==> config.mk <==
export PLATFORM = sky130hd
export DESIGN_NAME = utopia_tx_cell_port
export DESIGN_NICKNAME = d
export VERILOG_FILES = /design/src/design/utopia_tx_pkg.sv /design/src/design/utopia_tx_cell_port.sv
export SDC_FILE = /design/constraint.sdc
export NUM_CORES = 1
export LEC_CHECK = 0
export ABC_AREA = 1
export CORE_MARGIN = 1
export CORE_UTILIZATION = 40
export CTS_CLUSTER_DIAMETER = 30
export DETAILED_ROUTE_END_ITERATION = 6
export DONT_BUFFER_PORTS = 1
export GPL_ROUTABILITY_DRIVEN = 0
export PLACE_DENSITY = 0.62
export SLEW_MARGIN = 20
export SYNTH_ARGS = -nofsm -noshare
export SYNTH_HDL_FRONTEND = slang
export SYNTH_SLANG_ARGS = --single-unit
==> constraint.sdc <==
create_clock -name clk_sys -period 12.49 [get_ports clk_sys]
set_input_delay 1.249 -clock clk_sys [delete_from_list [all_inputs] [get_ports clk_sys]]
set_output_delay 1.249 -clock clk_sys [all_outputs]
set_load 0.01 [all_outputs]
==> src/design/utopia_tx_pkg.sv <==
package utopia_tx_pkg;

   // ----------------------------------------------------------------
   // register byte addresses
   // ----------------------------------------------------------------
   localparam logic [7:0] ADDR_SYS_CTRL  = 8'h00;
   localparam logic [7:0] ADDR_TX_CONFIG = 8'h04;
   localparam logic [7:0] ADDR_TX_IDLE   = 8'h08;
   localparam logic [7:0] ADDR_TX_ENABLE = 8'h0C;
   localparam logic [7:0] ADDR_TX_STATUS = 8'h10;

   // ----------------------------------------------------------------
   // system control fields
   // ----------------------------------------------------------------
   localparam int SYS_TX_ENGINE_EN  = 29;
   localparam int SYS_RX_ENGINE_EN  = 28;
   localparam int SYS_PIN_DISABLE   = 27;
   localparam int SYS_LOOPBACK_SEL  = 26;
   localparam int SYS_TX_MOD_RESET  = 25;
   localparam int SYS_RX_MOD_RESET  = 24;

   // ----------------------------------------------------------------
   // transmit config fields
   // ----------------------------------------------------------------
   localparam int CFG_ROLE          = 30;
   localparam int CFG_SINGLE        = 29;
   localparam int CFG_OCTET         = 28;
   localparam int CFG_PAR_EN        = 27;
   localparam int CFG_PAR_EVEN      = 26;
   localparam int CFG_HEC_EN        = 25;
   localparam int CFG_COSET         = 24;
   localparam int CFG_LEN_LSB       = 16;
   localparam int CFG_RANGE_LSB     = 8;
   localparam int CFG_SADDR_LSB     = 0;

   // ----------------------------------------------------------------
   // transmit enable fields and idle pattern layout
   // ----------------------------------------------------------------
   localparam int EN_IDLE_GFC       = 31;
   localparam int EN_IDLE_PTI       = 30;
   localparam int EN_IDLE_CLP       = 29;
   localparam logic [31:0] IDLE_GFC_BITS = 32'hF000_0000;
   localparam logic [31:0] IDLE_PTI_BITS = 32'h0000_000E;
   localparam logic [31:0] IDLE_CLP_BITS = 32'h0000_0001;

   // ----------------------------------------------------------------
   // writable masks and reset values
   // ----------------------------------------------------------------
   localparam logic [31:0] SYS_MASK      = 32'h3F00_0000;
   localparam logic [31:0] TXCFG_MASK    = 32'h7F7F_1F1F;
   localparam logic [31:0] TXEN_MASK     = 32'hE000_0000;
   localparam logic [31:0] IDLE_MASK     = 32'hFFFF_FFFF;
   localparam logic [31:0] SYS_RESET     = 32'h0800_0000;
   localparam logic [31:0] TXCFG_RESET   = 32'h2035_0000;
   localparam logic [31:0] TXEN_RESET    = 32'h0000_0000;
   localparam logic [31:0] IDLE_RESET    = 32'h0000_0000;

   // ----------------------------------------------------------------
   // cell format and timing
   // ----------------------------------------------------------------
   localparam logic [6:0] HDR_LAST_IDX  = 7'h03;
   localparam logic [6:0] HEC_IDX       = 7'h04;
   localparam logic [7:0] HEC_POLY      = 8'h07;
   localparam logic [7:0] HEC_COSET     = 8'h55;
   localparam logic [6:0] POLL_SETTLE   = 7'h04;

   typedef enum logic [2:0] {
      ST_IDLE = 3'b001,
      ST_POLL = 3'b010,
      ST_SEND = 3'b100
   } tx_state_t;

endpackage

==> src/design/utopia_tx_cell_port.sv <==
// Local design decisions: register access over APB and the register offsets.
`timescale 1ns/1ps
module utopia_tx_cell_port (
   input  wire logic       clk_sys,             // system clock
   input  wire logic       rst_b,               // async reset, active low
   input  wire logic [7:0] paddr,               // apb address
   input  wire logic       psel,                // apb select
   input  wire logic       penable,             // apb enable
   input  wire logic       pwrite,              // apb write
   input  wire logic [31:0] pwdata,             // apb write data
   input  wire logic [3:0] pstrb,               // apb byte strobes
   output logic [31:0]     prdata,              // apb read data
   output logic            pready,              // apb ready
   output logic            pslverr,             // apb error
   input  wire logic [7:0] cell_data,           // cell byte from source
   input  wire logic       cell_valid,          // cell byte valid
   output logic            cell_ready,          // cell byte taken
   output logic            cell_idle,           // header matched idle pattern
   output logic            cell_done,           // last byte of cell sent
   output logic [7:0]      utx_data,            // bus data
   output logic            utx_soc,             // start of cell
   output logic [4:0]      utx_addr,            // polled address
   output logic            transmit_parity_pin, // bus parity
   input  wire logic       utx_enb_b_i,         // enable pin in, slave role
   output logic            utx_enb_b_o,         // enable pin out, master role
   output logic            utx_enb_oe_b,        // enable pin drive, low drives
   input  wire logic       utx_clav_i,          // cell available in, master
   output logic            utx_clav_o,          // cell available out, slave
   output logic            utx_clav_oe_b,       // clav pin drive, low drives
   input  wire logic [4:0] utx_addr_i,          // address in, slave role
   output logic            receive_engine_run,  // receive state machine on
   output logic            receive_module_reset, // receive side held in reset
   output logic            loopback_active,     // loopback in force
   output logic            interface_pins_off   // interface forced inactive
);
   import utopia_tx_pkg::*;

   // ----------------------------------------------------------------
   // state
   // ----------------------------------------------------------------
   typedef struct packed {
      logic [31:0] sys;
      logic [31:0] txcfg;
      logic [31:0] idle;
      logic [31:0] txen;
      logic [31:0] rdata;
      logic [2:0]  clav_s;
      logic [2:0]  enb_s;
      logic [14:0] addr_s;
      logic        clav_f;
      logic        enb_f;
      logic [4:0]  addr_f;
      tx_state_t   state;
      logic [4:0]  poll_addr;
      logic [6:0]  cnt;
      logic [7:0]  crc;
      logic [23:0] hdr;
      logic [7:0]  data;
      logic        soc;
      logic        enb_b;
      logic        par;
      logic        clav_o;
      logic        idle_pulse;
      logic        done_pulse;
      logic        last_idle;
   } st_t;

   st_t  s_q;
   st_t  s_d;
   logic rst_m;
   logic rst_s;

   // ----------------------------------------------------------------
   // helpers
   // ----------------------------------------------------------------
   function automatic logic [31:0] merge_wr(input logic [31:0] old, input logic [31:0] wd,
                                            input logic [3:0] strb, input logic [31:0] mask);
      logic [31:0] r;
      r = old;
      for (int i = 0; i < 4; i++) begin
         if (strb[i]) begin
            r[i*8 +: 8] = wd[i*8 +: 8];
         end
      end
      return r & mask;
   endfunction

   function automatic logic [7:0] crc8_step(input logic [7:0] crc, input logic [7:0] b);
      logic [7:0] c;
      c = crc ^ b;
      for (int i = 0; i < 8; i++) begin
         c = c[7] ? ((c << 1) ^ HEC_POLY) : (c << 1);
      end
      return c;
   endfunction

   function automatic logic filt(input logic old, input logic s2, input logic s3);
      return (s2 == s3) ? s3 : old;
   endfunction

   function automatic logic reg_mapped(input logic [7:0] a);
      return (a == ADDR_SYS_CTRL) || (a == ADDR_TX_CONFIG) || (a == ADDR_TX_IDLE) ||
             (a == ADDR_TX_ENABLE) || (a == ADDR_TX_STATUS);
   endfunction

   // ----------------------------------------------------------------
   // reset release
   // ----------------------------------------------------------------
   always_ff @(posedge clk_sys or negedge rst_b) begin
      if (!rst_b) begin
         rst_m <= 1'b0;
         rst_s <= 1'b0;
      end else begin
         rst_m <= 1'b1;
         rst_s <= rst_m;
      end
   end

   // ----------------------------------------------------------------
   // decoded controls
   // ----------------------------------------------------------------
   logic       pin_off;
   logic       tx_rst;
   logic       run;
   logic       slave;
   logic       single;
   logic       octet;
   logic [6:0] cell_len;
   logic [4:0] poll_range;
   logic [4:0] slave_addr;
   logic       addr_ok;
   logic       slave_ok;
   logic       master_ok;
   logic       can_go;
   logic       go;
   logic [7:0] out_byte;
   logic [31:0] hdr_full;
   logic [31:0] cmp_mask;
   logic       wr_en;

   assign pin_off    = s_q.sys[SYS_PIN_DISABLE];
   assign tx_rst     = s_q.sys[SYS_TX_MOD_RESET];
   assign run        = s_q.sys[SYS_TX_ENGINE_EN] & ~pin_off & ~tx_rst;
   assign slave      = s_q.txcfg[CFG_ROLE];
   assign single     = s_q.txcfg[CFG_SINGLE];
   assign octet      = s_q.txcfg[CFG_OCTET] & single;
   assign cell_len   = s_q.txcfg[CFG_LEN_LSB +: 7];
   assign poll_range = s_q.txcfg[CFG_RANGE_LSB +: 5];
   assign slave_addr = s_q.txcfg[CFG_SADDR_LSB +: 5];
   assign addr_ok    = single | (s_q.addr_f == slave_addr);
   assign slave_ok   = ~s_q.enb_f & addr_ok;
   assign master_ok  = ~octet | s_q.clav_f;
   assign can_go     = (s_q.state == ST_SEND) & run & (slave ? slave_ok : master_ok);
   assign go         = can_go & cell_valid;

   // ----------------------------------------------------------------
   // header check and idle comparison
   // ----------------------------------------------------------------
   assign out_byte   = (s_q.cnt == HEC_IDX && s_q.txcfg[CFG_HEC_EN]) ?
                       (s_q.crc ^ (s_q.txcfg[CFG_COSET] ? HEC_COSET : 8'h00)) :
                       cell_data;
   assign hdr_full   = {s_q.hdr, cell_data};
   assign cmp_mask   = ~((s_q.txen[EN_IDLE_GFC] ? 32'h0000_0000 : IDLE_GFC_BITS) |
                         (s_q.txen[EN_IDLE_PTI] ? 32'h0000_0000 : IDLE_PTI_BITS) |
                         (s_q.txen[EN_IDLE_CLP] ? 32'h0000_0000 : IDLE_CLP_BITS));
   assign wr_en      = psel & penable & pwrite;

   // ----------------------------------------------------------------
   // next state
   // ----------------------------------------------------------------
   always_comb begin
      s_d = s_q;
      s_d.idle_pulse = 1'b0;
      s_d.done_pulse = 1'b0;

      // ----------------------------------------------------------------
      // pin inputs: three flops, change accepted when stages two and three agree
      // ----------------------------------------------------------------
      s_d.clav_s = {s_q.clav_s[1:0], utx_clav_i};
      s_d.enb_s  = {s_q.enb_s[1:0], utx_enb_b_i};
      s_d.addr_s = {s_q.addr_s[9:0], utx_addr_i};
      s_d.clav_f = filt(s_q.clav_f, s_q.clav_s[1], s_q.clav_s[2]);
      s_d.enb_f  = filt(s_q.enb_f, s_q.enb_s[1], s_q.enb_s[2]);
      for (int i = 0; i < 5; i++) begin
         s_d.addr_f[i] = filt(s_q.addr_f[i], s_q.addr_s[5 + i], s_q.addr_s[10 + i]);
      end

      // register read data captured in setup phase; reserved bits masked
      if (psel && !penable) begin
         unique case (paddr)
            ADDR_SYS_CTRL:  s_d.rdata = s_q.sys & SYS_MASK;
            ADDR_TX_CONFIG: s_d.rdata = s_q.txcfg & TXCFG_MASK;
            ADDR_TX_IDLE:   s_d.rdata = s_q.idle;
            ADDR_TX_ENABLE: s_d.rdata = s_q.txen & TXEN_MASK;
            ADDR_TX_STATUS: s_d.rdata = {21'h00_0000, s_q.last_idle, s_q.poll_addr, 2'b00, s_q.state};
            default:        s_d.rdata = 32'h0000_0000;
         endcase
      end

      if (wr_en) begin
         unique case (paddr)
            ADDR_SYS_CTRL:  s_d.sys   = merge_wr(s_q.sys, pwdata, pstrb, SYS_MASK);
            ADDR_TX_CONFIG: s_d.txcfg = merge_wr(s_q.txcfg, pwdata, pstrb, TXCFG_MASK);
            ADDR_TX_IDLE:   s_d.idle  = merge_wr(s_q.idle, pwdata, pstrb, IDLE_MASK);
            ADDR_TX_ENABLE: s_d.txen  = merge_wr(s_q.txen, pwdata, pstrb, TXEN_MASK);
            default:        s_d.sys   = s_q.sys;
         endcase
      end

      // ----------------------------------------------------------------
      // transmit state machine
      // ----------------------------------------------------------------
      unique case (s_q.state)
         ST_IDLE: begin
            s_d.enb_b = 1'b1;
            s_d.soc   = 1'b0;
            s_d.cnt   = 7'h00;
            s_d.crc   = 8'h00;
            if (run) begin
               if (slave || single) begin
                  s_d.poll_addr = 5'h00;
                  s_d.state     = ST_SEND;
               end else begin
                  s_d.state = ST_POLL;
               end
            end
         end
         ST_POLL: begin
            // hold address until clav from that address has passed the synchroniser
            if (s_q.cnt == POLL_SETTLE) begin
               s_d.cnt = 7'h00;
               if (s_q.clav_f) begin
                  s_d.state = ST_SEND;
               end else if (s_q.poll_addr == poll_range) begin
                  s_d.poll_addr = 5'h00;
               end else begin
                  s_d.poll_addr = s_q.poll_addr + 5'h01;
               end
            end else begin
               s_d.cnt = s_q.cnt + 7'h01;
            end
         end
         ST_SEND: begin
            s_d.enb_b = ~go;
            s_d.soc   = go & (s_q.cnt == 7'h00);
            if (go) begin
               s_d.data = out_byte;
               s_d.par  = s_q.txcfg[CFG_PAR_EN] &
                          (s_q.txcfg[CFG_PAR_EVEN] ? ^out_byte : ~^out_byte);
               s_d.cnt  = s_q.cnt + 7'h01;
               if (s_q.cnt <= HDR_LAST_IDX) begin
                  s_d.crc = crc8_step(s_q.crc, cell_data);
                  s_d.hdr = hdr_full[23:0];
               end
               if (s_q.cnt == HDR_LAST_IDX) begin
                  s_d.last_idle  = ((hdr_full ^ s_q.idle) & cmp_mask) == 32'h0000_0000;
                  s_d.idle_pulse = s_d.last_idle;
               end
               if (s_q.cnt == cell_len - 7'h01) begin
                  s_d.done_pulse = 1'b1;
                  s_d.state      = ST_IDLE;
               end
            end
         end
      endcase

      // slave signals cell available when addressed and data is waiting
      s_d.clav_o = slave & run & (s_q.state == ST_SEND) & cell_valid & addr_ok;

      // ----------------------------------------------------------------
      // engine disabled or pins forced off: abort to a quiet state
      // ----------------------------------------------------------------
      if (!run) begin
         s_d.state = ST_IDLE;
         s_d.enb_b = 1'b1;
         s_d.soc   = 1'b0;
      end

      // ----------------------------------------------------------------
      // transmit module reset restores every transmit register
      // ----------------------------------------------------------------
      if (tx_rst) begin
         s_d.txcfg     = TXCFG_RESET;
         s_d.idle      = IDLE_RESET;
         s_d.txen      = TXEN_RESET;
         s_d.poll_addr = 5'h00;
         s_d.data      = 8'h00;
         s_d.par       = 1'b0;
         s_d.last_idle = 1'b0;
         s_d.cnt       = 7'h00;
         s_d.crc       = 8'h00;
         s_d.hdr       = 24'h00_0000;
         s_d.soc       = 1'b0;
         s_d.enb_b     = 1'b1;
      end
   end

   // ----------------------------------------------------------------
   // state register
   // ----------------------------------------------------------------
   always_ff @(posedge clk_sys or negedge rst_s) begin
      if (!rst_s) begin
         s_q           <= '0;
         s_q.sys       <= SYS_RESET;
         s_q.txcfg     <= TXCFG_RESET;
         s_q.idle      <= IDLE_RESET;
         s_q.txen      <= TXEN_RESET;
         s_q.clav_s    <= 3'b000;
         s_q.enb_s     <= 3'b111;
         s_q.enb_f     <= 1'b1;
         s_q.enb_b     <= 1'b1;
         s_q.state     <= ST_IDLE;
      end else begin
         s_q <= s_d;
      end
   end

   // ----------------------------------------------------------------
   // register bus outputs
   // ----------------------------------------------------------------
   // zero wait states; read data was captured in the setup cycle
   assign prdata  = s_q.rdata;
   assign pready  = 1'b1;
   assign pslverr = psel & penable & ~reg_mapped(paddr);

   // ----------------------------------------------------------------
   // cell source outputs
   // ----------------------------------------------------------------
   assign cell_ready = can_go;
   assign cell_idle  = s_q.idle_pulse;
   assign cell_done  = s_q.done_pulse;

   // ----------------------------------------------------------------
   // bus pins
   // ----------------------------------------------------------------
   // pin gating only; configuration stays as written
   assign utx_data            = pin_off ? 8'h00 : s_q.data;
   assign utx_soc             = ~pin_off & s_q.soc;
   assign utx_addr            = (pin_off | slave) ? 5'h00 : s_q.poll_addr;
   assign transmit_parity_pin = ~pin_off & s_q.par;
   assign utx_enb_b_o         = pin_off | slave | s_q.enb_b;
   assign utx_enb_oe_b        = pin_off | slave;
   assign utx_clav_o          = ~pin_off & s_q.clav_o;
   assign utx_clav_oe_b       = pin_off | ~slave;

   // ----------------------------------------------------------------
   // receive side and status
   // ----------------------------------------------------------------
   // receive logic lives elsewhere; only its controls leave here
   assign receive_engine_run   = s_q.sys[SYS_RX_ENGINE_EN] & ~s_q.sys[SYS_RX_MOD_RESET] & ~pin_off;
   assign receive_module_reset = s_q.sys[SYS_RX_MOD_RESET];
   assign loopback_active      = ~s_q.sys[SYS_LOOPBACK_SEL] & single;
   assign interface_pins_off   = pin_off;

endmodule

### Yosys cells after proc, flatten, opt, wreduce, memory -nomap -nowiden

Index checks and enable logic that the tools add are counted.

| word-level totals | value |
|---|---|
| input port bits | 65 |
| register bits after elaboration | 218 |
| output and inout bits | 60 |

| cells by class | value |
|---|---|
| reductions and logical operators | 44 |
| bitwise logic cells | 51 |
| $lt $le $gt $ge | 1 |
| add/sub/neg operators | 3 |
| eq/ne operators | 30 |
| multiplexer cells | 61 |

Operators with widths:

| cell | count |
|---|---|
| $mux W32 | 6 |
| $mux W96 | 2 |
| $pmux W32 S5 | 1 |
| $mux W8 | 9 |
| $mux W55 | 1 |
| $mux W47 | 1 |
| $mux W3 | 15 |
| $reduce_and A3 Y1 | 13 |
| $and A32 B32 Y32 | 1 |
| $logic_not A32 Y1 | 1 |
| $not A32 Y32 | 1 |
| $or A32 B1 Y32 | 1 |
| $or A32 B4 Y32 | 1 |
| $xor A32 B32 Y32 | 1 |
| $mux W5 | 6 |
| $ne A3 B3 Y1 const B | 10 |
| $mux W7 | 4 |
| $not A3 Y3 | 8 |
| $reduce_bool A2 Y1 | 12 |
| $and A1 B1 Y1 | 22 |
| $pmux W7 S3 | 1 |
| $eq A8 B4 Y1 const B | 2 |
| $pmux W8 S2 | 1 |
| $eq A5 B5 Y1 | 2 |
| other kinds (35) | 68 |

### Logic depth before layout (Yosys ltp)

Gate-level depths: netlist (run 1).

| depth | value |
|---|---|
| depth in word-level cells | 21 |
| depth in mapped cells | 17 |
| depth with buffers taken out | 16 |

### Least setup slack after synthesis (run 1)

No wires, ideal clock.

| timing | value |
|---|---|
| path kind | input -> output |
| start | in paddr[1] |
| end | out pslverr |
| arrival | 2002 ps |
| buffers on the path | 0 |
| setup slack | 9239 ps |
| stages | 5 |
| cells stage by stage | nor2_1 -> nand2_1 -> nor2_1 -> nand3_1 -> o2111a_1 |

| between the ends | value |
|---|---|
| cells in the longest elaborated chain, start to end | 7 |
| elaborated cells on any way between the ends | 11 |

Ends and longest elaborated chain:

| element | line | source |
|---|---|---|
| from (decl) | utopia_tx_cell_port.sv:6 | `input wire logic [7:0] paddr,` |
| $eq A8 B3 Y1 / $logic_not A8 Y1 (equally long branches) | utopia_tx_cell_port.sv:102 | `return (a == ADDR_SYS_CTRL) \|\| (a == ADDR_TX_CONFIG) \|\| (a == ADDR_TX_IDLE) \|\|` |
| $logic_or A1 B1 Y1 (3 in a row) | utopia_tx_cell_port.sv:102 |  |
| $logic_or A1 B1 Y1 * | utopia_tx_cell_port.sv:103 | `(a == ADDR_TX_ENABLE) \|\| (a == ADDR_TX_STATUS);` |
| $not A1 Y1 * | utopia_tx_cell_port.sv:324 | `assign pslverr = psel & penable & ~reg_mapped(paddr);` |
| $and A1 B1 Y1 * | utopia_tx_cell_port.sv:324 |  |
| to (decl) | utopia_tx_cell_port.sv:14 | `output logic pslverr,` |

Every way passes the cells marked *; elsewhere a longest branch is shown, timed or not.

### Worst setup path after layout (run 1)

| timing | value |
|---|---|
| start | in paddr[2] |
| end | out pslverr |

Same word-level chain as after synthesis.

==> results.cfg, run 1 <==
[status]
run_status = finished, final reports clean

[clocking]
numCtsBuffers = 17
cts.htree.levels = 4
cts_setup_buffers = 0
clkSlewWorstSetupHoldPaths_ns = 0.08
clockBufferDepth = 2
clock-sinks = 189
insertion_delay_ns = 0.45
cts_root_buf = clkbuf_16
tritoncts = built
ctsHoldBuffers = 0
post_cts_resized = 0

[sta]
fin_worst_skew_ns = 0.01405
slew_viol_final = 0
fmax_mhz = 288.2
worst_pin_slew_ns = 0.9633
setup_violations = 0
timing.final.crit_share = 0.2779
relSlewSlack = 0.3578
setup_tns_ns = 0
finalHoldViolCount = 0
post-route-min-period_ns = 3.470
rsz0062_at_grt = false

[die]
boundaryPins = 125
std_cell_rows = 56
die_x_um = 158.6
start_util = 0.4129
fp.dieH_um = 158.6
die_area_sq_mm = 0.02515
core-area_sq_mm = 0.02375

[worst_setup_path]
worstPathArrival_ns = 2.22
cp-start-kind = primary input
criticalPathCategory = in -> out
cp.required_ns = 11.24
path_max_fanout = 10
end_kind = output pin

[logic_synthesis]
synth-main-ff-cell = dfrtp_1
synth_seq_area_share = 0.4838
synth.cell_area_sq_mm = 0.009807
synth_area_per_cell_sq_um = 8.304
async_flop_share = 1.000
yosys.cell_types.count = 49
synth_cells = 1181
ys_ff_latch = 189
synth_edf_count = 0
yosysWarnings = 0

[grt]
grt_first_pass_wirelength_um = 40840
gr-usage-met3 = 0.05580
grt_pass1_vias = 7362
grt.overflow.total = 0
grtUsageMet1 = 0.2859
antenna_found_initial = 0
top_usage_layer = met2
grt_max_degree = 78
met2_usage = 0.3427
grt.total_usage = 0.2196

[job]
maxCapViolations = 0

[route]
post-route-drc-count = 0
wl_um = 26060
first_pass_iters = 5
drt_iter0_markers = 463
wire_per_inst_um = 17.74
vias = 7548
ant_nets = 0
vias_per_cell = 5.138

[power]
sw_frac_of_total = 0.2907
power_frac_clock = 0.386
cellLeakagePower_nw = 4.875
seqPwrFrac = 0.504
irDropWorstVdd_mv = 0.08564
p_int_mw = 0.9743
p_per_area_mw_per_mm2 = 132.0
pwr-share-comb = 0.110
switchingPower_mw = 0.3992
fin_total_pwr_mw = 1.374

[finish]
fin_nets = 1206
layout.cells.most_common_list = nand2_1, dfrtp_1, inv_1
antenna_cells = 0
final_common_cell = nand2_1
area_growth_syn_to_layout_pct = 6.073
drive_gt1_frac = 0.09304
fillers = 2334
post-route-util = 0.4379

[min_path]
hold_path.class = reg -> async

[place]
port_buffers = 0
hpwlAfterDp_um = 19750
## logic make-up after synthesis
group                      share of synthesized area
and+or+nand+nor                               0.2146
DFF                                           0.4838
xor gates and xnor gates                     0.05984
adders and majority gates                    0.01225
muxes                                       0.003445
buffers and inverters                         0.1061
other                                      0.0003824
AOI/OAI and AO/OA                             0.1195
## registers in the layout, indices dropped and copies added (netlist names), 5 cells and up
name,count
cell_len,7
hdr_full,24
poll_range,5
prdata,32
s_d,14
s_q,101
## cell type report
type | count | area [sq um] | area share
clock buffer | 18 | 429.2 | 0.04126
clock inverter | 14 | 150.1 | 0.01443
inverter | 152 | 570.5 | 0.05485
multi-input combinational | 769 | 4025 | 0.3869
sequential | 189 | 4748 | 0.4565
tap | 319 | 399.1 | 0.03837
timing repair buffer | 8 | 80.08 | 0.007698
## stage by stage
stage / setup WS, ns / hold WS [ns] / std cells / area, sq um
CTS: 9.029 / 0.3103 / 1468 / 10380
global placement: 9.067 / 0.2957 / 1436 / 9796
floorplan: 6.854 / 0.3312 / 1182 / 9811
global route: 8.895 / 0.3368 / 1469 / 10400
detailed placement: 9.027 / 0.2989 / 1436 / 9796
finish: 9.020 / 0.2880 / 1469 / 10400
## cells in the mapped netlist, drive strengths merged (18+ instances only)
cell type	n	area (sq um)
nand2	269	1035
nor2	115	466.7
inv	151	566.8
xnor2	43	376.6
buf	54	402.9
o21ai	99	495.5
o22ai	39	244.0
a21oi	48	322.8
nand3	63	320.3
dfrtp	177	4429
clkbuf	18	67.56
xor2	24	210.2
## per-layer routing
layer | vias up | routed length (um)
li1 | 3674 | -
met1 | 3603 | 11210
met2 | 213 | 12170
met3 | 58 | 1569
met4 | 0 | 1106
met5 | - | 0
## worst max-delay path, stage by stage
cell	delay (ns)
inv_1	0.11
nand2_1	0.14
nor2_1	0.11
nand3_1	0.32
o2111a_1	0.29
## power groups by stage
stage | sequential, mW | combinational [mW] | clock, mW
5_1_grt | 0.696 | 0.173 | 0.565
6_report | 0.692 | 0.152 | 0.530
3_5_place_dp | 0.703 | 0.151 | 0
4_1_cts | 0.691 | 0.152 | 0.538
3_3_place_gp | 0.702 | 0.148 | 0
2_1_floorplan | 0.694 | 0.118 | 0
## worst paths after layout
path                                           from                        to  slack, ns  cells past startpoint
worst max register to register  s_q[60]$_DFFE_PN0P_  hdr_full[16]$_DFFE_PN0P_       9.51                     10
worst min register to register      rst_s$_DFF_PN0_         s_d[79]$_DFF_PN0_       0.29                      0
worst max-delay path                       paddr[2]                   pslverr       9.02                      5
max in group asynchronous           rst_s$_DFF_PN0_        s_q[5]$_DFFE_PN1P_      10.19                      3
min in group clk_sys              s_d[76]$_DFF_PN0_         s_d[81]$_DFF_PN0_       0.35                      0
worst min-delay path                rst_s$_DFF_PN0_         s_d[79]$_DFF_PN0_       0.29                      0
No activity file was read; power rests on OpenSTA's default activity.
==> run 2, diff against run 1 <==
==> constraint.sdc (replaced) <==
create_clock -name clk_sys -period 3.28 [get_ports clk_sys]
set_input_delay 0.328 -clock clk_sys [delete_from_list [all_inputs] [get_ports clk_sys]]
set_output_delay 0.328 -clock clk_sys [all_outputs]
set_load 0.01 [all_outputs]
==> run 2 against run 1 <==
Net effect:
- the flow now finishes with violations (design-rule violations)
- clock skew grew 0.0036 ns
- clock power rose to 4.1 times the previous value
- die area is the same
- via count rose by 1.8%
- sequential power increased to 3.8 times the previous value
- setup slack got worse by 8.2 ns
- final area increased by 1.8%
- sequential cell count unchanged
- non-clock buffer count is 14 higher
- critical path depth rose by 5
- combinational power grew to 3.9 times the previous value
- hold slack got worse by 0.25 ns
- critical endpoint is now s_q[40]$_DFFE_PN0P_
- largest cell class unchanged
==> results.cfg, run 2 (same netlist as run 1, synthesis figures left out) <==
[power]
pwr-share-comb = 0.109
seqPwrFrac = 0.491
irDropWorstVdd_mv = 0.3486
switchingPower_mw = 1.525
p_per_area_mw_per_mm2 = 508.9
sw_frac_of_total = 0.2832
p_int_mw = 3.861
power_frac_clock = 0.400
cellLeakagePower_nw = 4.954

[clocking]
cts_setup_buffers = 0
clockBufferDepth = 2
tritoncts = built
cts_root_buf = clkbuf_16
post_cts_resized = 0
numCtsBuffers = 17
insertion_delay_ns = 0.44
clock-sinks = 189
clkSlewWorstSetupHoldPaths_ns = 0.08
cts.htree.levels = 4

[sta]
setup_tns_ns = 0
fin_worst_skew_ns = 0.01762
hold_ws_ns = 0.03660
slew_viol_final = 0
setup_violations = 0
timing.final.crit_share = 0.7633
finalHoldViolCount = 0
relSlewSlack = 0.3428
rsz0062_at_grt = false
post-route-min-period_ns = 2.504
worst_pin_slew_ns = 0.9848
fmax_mhz = 399.4

[worst_setup_path]
worstPathArrival_ns = 2.82
cp-start-kind = flip-flop
end_kind = flip-flop
cp.required_ns = 3.60
criticalPathCategory = reg -> reg
cpPeakStageDelay_ns = 0.48
path_max_fanout = 17
crit_path_cell_trace = inv_2 > nand2_1 > nor2_1 > inv_1 > nor3_2 > nand3_2 > nand2_1 > nand2_2 > a21oi_1 > a21oi_1
cp_slowest_cell = dfstp_2

[finish]
post-route-util = 0.4456
drive_gt1_frac = 0.09708
top_register = s_q
seq_area_sq_mm = 0.004748
multi_input_area_sq_mm = 0.004025
layout.cells.most_common_list = nand2_1, dfrtp_1, inv_1
stdcell_count = 1483
area_growth_syn_to_layout_pct = 7.936
largest_reg_flops = 101
antenna_cells = 0
fillers = 2332
final_common_cell = nand2_1
fin_nets = 1220

[grt]
grt.total_usage = 0.2197
grt_first_pass_wirelength_um = 40910
grt_max_degree = 59
antenna_found_initial = 0
grt_pass1_vias = 7230
grt.overflow.total = 0

[die]
start_util = 0.4129
std_cell_rows = 56
fp.dieH_um = 158.6
core-area_sq_mm = 0.02375
die_x_um = 158.6
die_area_sq_mm = 0.02515
boundaryPins = 125

[route]
vias_per_cell = 5.183
wl_um = 26520
drt_iter0_markers = 566
ant_nets = 0
first_pass_iters = 7
wire_per_inst_um = 17.88
post-route-drc-count = 1
vias = 7687

[place]
port_buffers = 0
numPlacedInstances = 1443
hpwlAfterDp_um = 19990

[job]
maxCapViolations = 0

[min_path]
hold_path.class = in -> reg

[status]
violations = design-rule violations
run_status = complete, but fails checks
## run 2: cell types whose count changed in the layout (fill, tap and decap cells not counted)
cell and delta:
buf_12 +4, buf_16 -1, buf_4 +3, bufinv_16 +2
clkinv_2 -2, clkinv_4 +2, clkinv_8 -3, clkinvlp_4 +2
dlygate4sd3_1 +8, inv_6 -2, inv_8 +1
## run 2: worst max-delay path: cells and delay by family, from the launching register on
| family | cells | cell delay (ns) |
|---|---|---|
| flops | 1 | 0.48 |
| buf+inv | 2 | 0.20 |
| compound gates | 2 | 0.24 |
| simple gates | 6 | 1.45 |
## run 2: area by class of cell
class                           instances  area share
Clock inverter                         14     0.01678
Tap cell                              319     0.03771
Inverter                              152     0.05390
Multi-Input combinational cell        769      0.3803
Sequential cell                       189      0.4486
Clock buffer                           18     0.04054
Timing Repair Buffer                   22     0.02222
## run 2: timing repair
action / CTS / global route
setup endpoints to repair: 0 / 0
hold endpoints to repair: 9 / 0
hold buffers: 8 / 0
## run 2: power by group through the flow
stage / Combinational (mW) / Clock, mW / Sequential (mW)
after floorplan: 0.451 / 0 / 2.64
after global placement: 0.573 / 0 / 2.68
after detailed placement: 0.578 / 0 / 2.68
after CTS: 0.590 / 2.18 / 2.64
after global routing: 0.666 / 2.26 / 2.66
final: 0.588 / 2.16 / 2.64
## run 2: through the flow
step                total power [mW]  area, sq um  setup slack (ns)
finish                         5.387        10590            0.7763
global route                   5.591        10590            0.4796
CTS                            5.408        10590            0.7881
detailed placement             3.262         9898            0.8024
global placement               3.255         9898            0.8883
floorplan                      3.092         9812            0.1739
## run 2: metal layers
metal / routed length (um) / GRT usage / part of all wire / up-vias
li1: - / - / - / 3709
met1: 11390 / 0.2911 / 0.43 / 3622
met2: 12160 / 0.3369 / 0.46 / 286
met3: 1756 / 0.04192 / 0.066 / 70
met4: 1205 / 0.1245 / 0.045 / 0
met5: 0 / 0 / 0 / -
## run 2: final timing paths
path                                             to                            from  cells after the start  slack (ns)
hold / removal             hdr_full[12]$_DFFE_PN0P_                    cell_data[4]                      2        0.04
hold reg to reg                   s_d[81]$_DFF_PN0_               s_d[76]$_DFF_PN0_                      0        0.35
min in group asynchronous           rst_m$_DFF_PN0_                           rst_b                      1        0.11
setup reg to reg                s_q[40]$_DFFE_PN0P_  interface_pins_off$_DFFE_PN1P_                     10        0.78
setup / recovery                s_q[40]$_DFFE_PN0P_  interface_pins_off$_DFFE_PN1P_                     10        0.78
max in group asynchronous       s_q[56]$_DFFE_PN0P_                 rst_s$_DFF_PN0_                      1        2.07
